===== src/design/uer_pkg.sv =====
// Package with register map, field layout, encodings and carrier types of the receive error block.
package uer_pkg;

	// ----------------------------------------------------------------
	// Register addresses
	// ----------------------------------------------------------------
	localparam logic [15:0] UER_ADDR_RX_BUF = 16'hff0a;
	localparam logic [15:0] UER_ADDR_ERR_STAT = 16'hff53;
	localparam logic [15:0] UER_ADDR_MODE = 16'hff50;
	localparam logic [15:0] UER_ADDR_CTRL = 16'hff54;

	// ----------------------------------------------------------------
	// Field positions
	// ----------------------------------------------------------------
	localparam int UER_MODE_POWER = 7;
	localparam int UER_MODE_RXE = 5;
	localparam int UER_MODE_PS_HI = 4;
	localparam int UER_MODE_PS_LO = 3;
	localparam int UER_MODE_LEN8 = 2;
	localparam int UER_CTRL_BRK_FLAG = 7;
	localparam int UER_CTRL_BRK_TRIG = 6;
	localparam int UER_STAT_PE = 2;
	localparam int UER_STAT_FE = 1;
	localparam int UER_STAT_OVE = 0;

	// ----------------------------------------------------------------
	// Reset values and counts
	// ----------------------------------------------------------------
	localparam logic [7:0] UER_ERR_STAT_RST = 8'h00;
	localparam logic [7:0] UER_RX_BUF_RST = 8'hff;
	localparam logic [7:0] UER_MODE_RST = 8'h00;
	localparam logic [7:0] UER_CTRL_RST = 8'h00;
	localparam logic [4:0] UER_BRK_MIN_BITS = 5'h0b;
	localparam logic [3:0] UER_BITS_LEN8 = 4'h8;
	localparam logic [3:0] UER_BITS_LEN7 = 4'h7;

	// ----------------------------------------------------------------
	// Types
	// ----------------------------------------------------------------
	typedef enum logic [1:0] {
		UER_PAR_NONE = 2'h0,
		UER_PAR_ZERO = 2'h1,
		UER_PAR_ODD = 2'h2,
		UER_PAR_EVEN = 2'h3
	} uer_parity_t;

	typedef enum logic [2:0] {
		UER_ST_IDLE = 3'h0,
		UER_ST_START = 3'h1,
		UER_ST_DATA = 3'h3,
		UER_ST_PAR = 3'h2,
		UER_ST_STOP = 3'h6,
		UER_ST_BRK = 3'h7
	} uer_state_t;

	typedef struct packed {
		logic rd;
		logic wr;
		logic [15:0] addr;
		logic [7:0] wdata;
	} uer_req_t;

	typedef struct packed {
		logic rvalid;
		logic wait_cyc;
		logic [7:0] rdata;
	} uer_rsp_t;

endpackage


===== src/design/uer_rx_error.sv =====
// Receive side of the asynchronous serial port with error status and break field reception.
`timescale 1ns/1ps
`default_nettype none

module uer_rx_error #(
	parameter int BAUD_DIV = 16
) (
	// Clock and reset
	input wire logic mclk,
	input wire logic arst_n,
	// Register access
	input wire uer_pkg::uer_req_t sfr_req,
	output uer_pkg::uer_rsp_t sfr_rsp,
	// Serial line
	input wire logic serial_rx_pin,
	// Transmit parity helper
	input wire logic [7:0] tx_data,
	output logic tx_parity_bit,
	output logic tx_parity_en,
	// Events and settings
	output logic rx_complete_irq,
	output logic rx_active
);
	import uer_pkg::*;

	localparam logic [15:0] DIV_FULL = 16'(BAUD_DIV - 1);
	localparam logic [15:0] DIV_HALF = 16'(BAUD_DIV / 2 - 1);

	// ----------------------------------------------------------------
	// Parity functions
	// ----------------------------------------------------------------
	function automatic logic tx_parity(input logic [7:0] d, input uer_parity_t ps);
		case (ps)
			UER_PAR_EVEN: return ^d;
			UER_PAR_ODD: return ~(^d);
			default: return 1'b0;
		endcase
	endfunction

	function automatic logic parity_bad(input logic [7:0] d, input logic p, input uer_parity_t ps);
		case (ps)
			UER_PAR_EVEN: return ^{d, p};
			UER_PAR_ODD: return ~(^{d, p});
			default: return 1'b0;
		endcase
	endfunction

	// ----------------------------------------------------------------
	// Line synchroniser
	// ----------------------------------------------------------------
	logic rx_meta, rx_sync, rx_prev;

	always_ff @(posedge mclk or negedge arst_n) begin
		if (!arst_n) begin
			rx_meta <= 1'b1;
			rx_sync <= 1'b1;
			rx_prev <= 1'b1;
		end else begin
			rx_meta <= serial_rx_pin;
			rx_sync <= rx_meta;
			rx_prev <= rx_sync;
		end
	end

	// ----------------------------------------------------------------
	// Register state declarations
	// ----------------------------------------------------------------
	logic [7:0] mode, rx_buf;
	logic brk_trig, brk_flag;
	logic [2:0] err_stat;
	logic buf_full, stat_pend;

	uer_parity_t psel;
	logic rx_on;
	assign psel = uer_parity_t'(mode[UER_MODE_PS_HI:UER_MODE_PS_LO]);
	assign rx_on = mode[UER_MODE_POWER] & mode[UER_MODE_RXE];

	// ----------------------------------------------------------------
	// Receiver
	// ----------------------------------------------------------------
	uer_state_t state, next_state;
	logic [15:0] cnt, next_cnt;
	logic [3:0] bitn, next_bitn;
	logic [7:0] shreg, next_shreg;
	logic parbit, next_parbit;
	logic [4:0] brk_len, next_brk_len;
	logic ev_done, ev_stop_ok, ev_brk_start, ev_brk_end;
	logic [3:0] nbits;
	logic [7:0] rx_word;

	assign nbits = mode[UER_MODE_LEN8] ? UER_BITS_LEN8 : UER_BITS_LEN7;
	assign rx_word = mode[UER_MODE_LEN8] ? shreg : {1'b0, shreg[7:1]};

	always_comb begin
		next_state = state;
		next_cnt = cnt;
		next_bitn = bitn;
		next_shreg = shreg;
		next_parbit = parbit;
		next_brk_len = brk_len;
		ev_done = 1'b0;
		ev_stop_ok = 1'b0;
		ev_brk_start = 1'b0;
		ev_brk_end = 1'b0;
		if (!rx_on) begin
			next_state = UER_ST_IDLE;
		end else if (state == UER_ST_IDLE) begin
			// Only a falling edge starts a frame, so a line held low is not re-read.
			if (rx_prev && !rx_sync) begin
				next_state = UER_ST_START;
				next_cnt = DIV_HALF;
			end
		end else if (cnt != 16'h0000) begin
			next_cnt = cnt - 16'h0001;
		end else begin
			next_cnt = DIV_FULL;
			case (state)
				UER_ST_START: begin
					if (rx_sync) begin
						next_state = UER_ST_IDLE;
					end else if (brk_trig) begin
						next_state = UER_ST_BRK;
						next_brk_len = 5'h01;
						ev_brk_start = 1'b1;
					end else begin
						next_state = UER_ST_DATA;
						next_bitn = 4'h0;
					end
				end
				UER_ST_DATA: begin
					next_shreg = {rx_sync, shreg[7:1]};
					next_bitn = bitn + 4'h1;
					if (bitn == nbits - 4'h1) begin
						next_state = (psel == UER_PAR_NONE) ? UER_ST_STOP : UER_ST_PAR;
					end
				end
				UER_ST_PAR: begin
					next_parbit = rx_sync;
					next_state = UER_ST_STOP;
				end
				UER_ST_STOP: begin
					// Further stop bits are never sampled; the line simply idles high.
					ev_done = 1'b1;
					ev_stop_ok = rx_sync;
					next_state = UER_ST_IDLE;
				end
				UER_ST_BRK: begin
					if (rx_sync) begin
						ev_brk_end = 1'b1;
						next_state = UER_ST_IDLE;
					end else if (brk_len != 5'h1f) begin
						next_brk_len = brk_len + 5'h01;
					end
				end
				default: next_state = UER_ST_IDLE;
			endcase
		end
	end

	always_ff @(posedge mclk or negedge arst_n) begin
		if (!arst_n) begin
			state <= UER_ST_IDLE;
			cnt <= 16'h0000;
			bitn <= 4'h0;
			shreg <= 8'h00;
			parbit <= 1'b0;
			brk_len <= 5'h00;
		end else begin
			state <= next_state;
			cnt <= next_cnt;
			bitn <= next_bitn;
			shreg <= next_shreg;
			parbit <= next_parbit;
			brk_len <= next_brk_len;
		end
	end

	// ----------------------------------------------------------------
	// Registers, status and CPU access
	// ----------------------------------------------------------------
	logic [7:0] next_mode, next_rx_buf;
	logic next_brk_trig, next_brk_flag;
	logic [2:0] next_err_stat;
	logic next_buf_full, next_stat_pend, next_irq, next_tx_par, next_tx_par_en;
	uer_rsp_t next_rsp;
	logic brk_ok, disable_wr, buf_rd;

	assign brk_ok = ev_brk_end && (brk_len >= UER_BRK_MIN_BITS);
	assign disable_wr = sfr_req.wr && !stat_pend && (sfr_req.addr == UER_ADDR_MODE)
		&& !(sfr_req.wdata[UER_MODE_POWER] && sfr_req.wdata[UER_MODE_RXE]);
	// A buffer read in the completion cycle frees the buffer, so the new character is kept.
	assign buf_rd = sfr_req.rd && !stat_pend && (sfr_req.addr == UER_ADDR_RX_BUF);

	always_comb begin
		next_mode = mode;
		next_brk_trig = brk_trig;
		next_brk_flag = brk_flag;
		next_err_stat = err_stat;
		next_rx_buf = rx_buf;
		next_buf_full = buf_full;
		next_stat_pend = 1'b0;
		next_irq = 1'b0;
		next_rsp = '0;
		next_tx_par = tx_parity(tx_data, psel);
		next_tx_par_en = (psel != UER_PAR_NONE);
		// Clear by status read first, so a same-cycle error below still wins.
		if (stat_pend) begin
			next_rsp.rvalid = 1'b1;
			next_rsp.rdata = {5'h00, err_stat};
			next_err_stat = 3'h0;
		end else if (sfr_req.rd) begin
			case (sfr_req.addr)
				UER_ADDR_ERR_STAT: begin
					next_rsp.wait_cyc = 1'b1;
					next_stat_pend = 1'b1;
				end
				UER_ADDR_RX_BUF: begin
					next_rsp.rvalid = 1'b1;
					next_rsp.rdata = rx_buf;
					next_buf_full = 1'b0;
				end
				UER_ADDR_MODE: begin
					next_rsp.rvalid = 1'b1;
					next_rsp.rdata = mode;
				end
				UER_ADDR_CTRL: begin
					next_rsp.rvalid = 1'b1;
					next_rsp.rdata = {brk_flag, brk_trig, 6'h00};
				end
				default: begin
					next_rsp.rvalid = 1'b1;
					next_rsp.rdata = 8'h00;
				end
			endcase
		end
		if (ev_done && !brk_trig) begin
			next_irq = 1'b1;
			if (parity_bad(rx_word, parbit, psel)) begin
				next_err_stat[UER_STAT_PE] = 1'b1;
			end
			if (!ev_stop_ok) begin
				next_err_stat[UER_STAT_FE] = 1'b1;
			end
			if (buf_full && !buf_rd) begin
				next_err_stat[UER_STAT_OVE] = 1'b1;
			end else begin
				next_rx_buf = rx_word;
				next_buf_full = 1'b1;
			end
		end
		// Break frames leave status and buffer untouched.
		if (ev_brk_start) begin
			next_brk_flag = 1'b1;
		end
		if (brk_ok) begin
			next_irq = 1'b1;
			next_brk_trig = 1'b0;
			next_brk_flag = 1'b0;
		end
		// A short break leaves brk_trig and brk_flag set and waits for the next start bit.
		if (sfr_req.wr && !stat_pend) begin
			case (sfr_req.addr)
				UER_ADDR_MODE: begin
					next_mode = sfr_req.wdata;
					// Receive enable only takes when power was already on.
					next_mode[UER_MODE_RXE] = sfr_req.wdata[UER_MODE_RXE]
						& mode[UER_MODE_POWER] & sfr_req.wdata[UER_MODE_POWER];
				end
				UER_ADDR_CTRL: begin
					next_brk_trig = sfr_req.wdata[UER_CTRL_BRK_TRIG];
				end
				default: ;
			endcase
		end
		if (disable_wr) begin
			next_err_stat = UER_ERR_STAT_RST[2:0];
		end
	end

	always_ff @(posedge mclk or negedge arst_n) begin
		if (!arst_n) begin
			mode <= UER_MODE_RST;
			brk_trig <= UER_CTRL_RST[UER_CTRL_BRK_TRIG];
			brk_flag <= UER_CTRL_RST[UER_CTRL_BRK_FLAG];
			err_stat <= UER_ERR_STAT_RST[2:0];
			rx_buf <= UER_RX_BUF_RST;
			buf_full <= 1'b0;
			stat_pend <= 1'b0;
			rx_complete_irq <= 1'b0;
			sfr_rsp <= '0;
			tx_parity_bit <= 1'b0;
			tx_parity_en <= 1'b0;
			rx_active <= 1'b0;
		end else begin
			mode <= next_mode;
			brk_trig <= next_brk_trig;
			brk_flag <= next_brk_flag;
			err_stat <= next_err_stat;
			rx_buf <= next_rx_buf;
			buf_full <= next_buf_full;
			stat_pend <= next_stat_pend;
			rx_complete_irq <= next_irq;
			sfr_rsp <= next_rsp;
			tx_parity_bit <= next_tx_par;
			tx_parity_en <= next_tx_par_en;
			rx_active <= next_mode[UER_MODE_POWER] & next_mode[UER_MODE_RXE];
		end
	end

endmodule

`default_nettype wire


===== config.mk =====
export PLATFORM = sky130hd
export DESIGN_NAME = uer_rx_error
export DESIGN_NICKNAME = d
export VERILOG_FILES = /design/src/design/uer_pkg.sv /design/src/design/uer_rx_error.sv
export SDC_FILE = /design/constraint.sdc
export NUM_CORES = 1
export LEC_CHECK = 0
export ABC_AREA = 1
export BUFFER_PORTS_ARGS = -buffer_cell sky130_fd_sc_hd__buf_2
export CAP_MARGIN = 10
export CORE_AREA = 2 2 81 98
export CTS_BUF_LIST = sky130_fd_sc_hd__clkbuf_4
export DETAILED_ROUTE_END_ITERATION = 8
export DIE_AREA = 0 0 83 100
export PLACE_DENSITY = 0.82
export SYNTH_ARGS = -nofsm -noshare
export SYNTH_HDL_FRONTEND = slang
export SYNTH_SLANG_ARGS = --single-unit

===== constraint.sdc =====
create_clock -name mclk -period 5.3 [get_ports mclk]
set_clock_uncertainty 0.15 [all_clocks]
set_input_delay 1.06 -clock mclk [delete_from_list [all_inputs] [get_ports mclk]]
set_output_delay 1.06 -clock mclk [all_outputs]
set_load 0.005 [all_outputs]

==> out/metrics.yaml <==
clock_network:
  cts_sinks: 76
  h-tree-depth: 3
  numCtsBuffers: 9
  cts_resized: 0
  clkTransAtPathRegs_ps: 130
  cts_setup_buffers: 0
  cts_buffer_depth: 2
  clock_latency_ps: 420
  tritoncts: "built"
  hold_buffers: 0
  clock-root-buffer: "clkbuf_4"
power_and_ir_drop:
  p_clk_share_pct: 35.2
  p_switching_mw: 0.239
  intPower_mw: 0.750
  worst_ir_drop_vdd_v: 0.000135
  p_leak_nw: 2.50
  p_sw_share_pct: 24.2
  power_frac_seq_pct: 59.4
  power_density_mw_per_mm2: 209
  comb_power_share_pct: 5.4
synth:
  ys_types: 48
  syn_avg_cell_area_sq_um: 8.03
  synth_ff_type: "dfrtp_1"
  synth_area_sq_mm: 0.00430
  syn-num-nets: 577
  synthCells: 536
  ys_async_sr_fraction_pct: 100
  synth-seq-cells: 76
  ys_seq_area_share_pct: 44.5
  yosys_warnings: 0
  synth_edf_count: 0
timing:
  hold_viol: 0
  worst_slew_pin_slew_ps: 925
  maxSlewViolCount: 0
  setup_viol: 0
  fin_crit_ps: 2340
  rsz0062_at_grt: "false"
  fin_crit_sh_pct: 44.2
  max_freq_mhz: 427
  finalSetupTns_ps: 0
  slew_headroom_pct: 38.3
critical_path:
  timing.rr.start: "cnt[0]$_DFFE_PN0P_"
  cp-start-kind: "primary input"
  arrival_ps: 2500
  rrSetupSlack_ps: 3070
  crit_required_ps: 5460
  path_class: "in2reg"
  reg2regPathDepth: 10
  critPathCaptureType: "register"
  r2r_end: "state[2]$_DFFE_PN0P_"
  crit_path_start: "sfr_req[8]"
  crit_path_max_fanout: 10
layout:
  drive_gt1_share_pct: 21.7
  syn2layout_area_growth_pct: 10.1
  final_common_cell: "nand2_1"
  final_cell_mix: "nand2_1, inv_1, dfrtp_1"
  n_antenna_cell: 0
  final_nets: 630
  utilization_pct: 63.2
hold_path:
  hold_end: "rx_sync$_DFF_PN1_"
  worstHoldPathCells: 0
  hp-start: "rx_meta$_DFF_PN1_"
  hold_class: "reg2reg"
place:
  dp_hpwl_microns: 6440
  gp_congestion: 0.903
  port_buffers: 50
global_routing:
  grt_max_degree: 77
  grt_first_pass_wirelength_microns: 14800
  globalRouteTotalUtil_pct: 21.7
  grt.overflow.total: 0
  antenna_found_initial: 0
  grt_pass1_vias: 3467
floorplan:
  die_x_microns: 83
  ios: 51
  std_cell_rows: 35
  die_h_microns: 100
  core_area_sq_mm: 0.00749
  fp.dieArea_sq_mm: 0.00830
  start_util_pct: 57.4
routing:
  dr.pass1.iters: 5
  drtIter0Drc: 165
  finalWirelength_microns: 8510
  wl_per_cell_microns: 12.4
  drc: 0
  detail-route-antenna-nets: 0
  vias_per_cell: 5.26
  vias: 3606
job:
  maxCapViolCount: 0
run_status:
  status: "finished clean"
==> area by class of cell <==
type / count / area, sq um
clock buffer: 9 / 67.6
multi-input combinational: 377 / 2030
fill: 605 / 2750
sequential: 76 / 1920
timing repair buffer: 50 / 253
clock inverter: 7 / 67.6
inverter: 75 / 284
tap: 92 / 115
==> power groups by stage <==
stage	sequential [mW]	clock, mW	combinational, mW
floorplan	0.599	0	0.0203
global placement	0.598	0	0.0528
detailed placement	0.598	0	0.0543
CTS	0.587	0.358	0.0544
global route	0.588	0.383	0.0604
finish	0.587	0.348	0.0532
==> routing by layer <==
layer | wire (microns) | track usage (%)
met1 | 3780 | 27.3
met2 | 4260 | 36.8
met3 | 305 | 4.28
met4 | 160 | 9.58
met5 | 0 | 0
==> kinds of logic after synthesis <==
family          count (synthesis)  share of synthesized area, %
xor+xnor                       22                          4.48
flops                          76                          44.5
mux                             1                         0.233
buf+inv                        83                          8.23
fa+ha+maj                       4                          1.16
simple gates                  268                          28.5
compound gates                 82                          12.9
==> metrics by stage <==
stage | total power [mW] | setup slack (ps) | hold WS [ps] | cell area [sq um] | cells
2_1_floorplan | 0.619 | 2910 | 195 | 4300 | 536
3_3_place_gp | 0.651 | 2640 | 198 | 4600 | 670
3_5_place_dp | 0.652 | 2530 | 199 | 4600 | 670
4_1_cts | 1.00 | 2990 | 216 | 4730 | 686
5_1_grt | 1.03 | 2770 | 223 | 4730 | 686
6_report | 0.989 | 2960 | 215 | 4730 | 686
==> critical path: stages <==
cell	delay, ps
buf_2	110
nor2_1	100
inv_1	60
nor4_1	250
nand2_1	100
nor2_2	270
inv_1	190
a21oi_1	270
nor2_1	90
==> Yosys cell counts, drive strengths merged, types with 6 or more instances <==
cell type  number  area, sq um
xor2           16          140
nand2         190          751
dfstp          11          289
xnor2           6         52.6
inv            75          284
nor2           36          186
nand4           6         50.0
o21ai          48          282
nand3          26          155
a21oi          10         53.8
o22ai           7         43.8
dfrtp          65         1630
buf             8         70.1
==> flip-flops by register name, indices dropped and copies added (netlist names), 3 cells and up <==
signal / flops
brk_len: 5
mode: 8
state: 3
err_stat: 3
cnt: 16
rx_buf: 8
shreg: 8
sfr_rsp: 10
bitn: 4
==> worst max path at each step <==
| stage | end | slack (ps) | cells past startpoint |
|---|---|---|---|
| 2_1_floorplan | err_stat[0]$_DFF_PN0_ | 2910 | 8 |
| 3_3_place_gp | sfr_rsp[4]$_DFF_PN0_ | 2640 | 6 |
| 3_5_place_dp | err_stat[1]$_DFF_PN0_ | 2530 | 9 |
| 4_1_cts | err_stat[1]$_DFF_PN0_ | 2990 | 9 |
| 5_1_grt | err_stat[1]$_DFF_PN0_ | 2770 | 9 |
| 6_report | err_stat[1]$_DFF_PN0_ | 2960 | 9 |
Note: power is estimated with default switching activity, not from simulation.
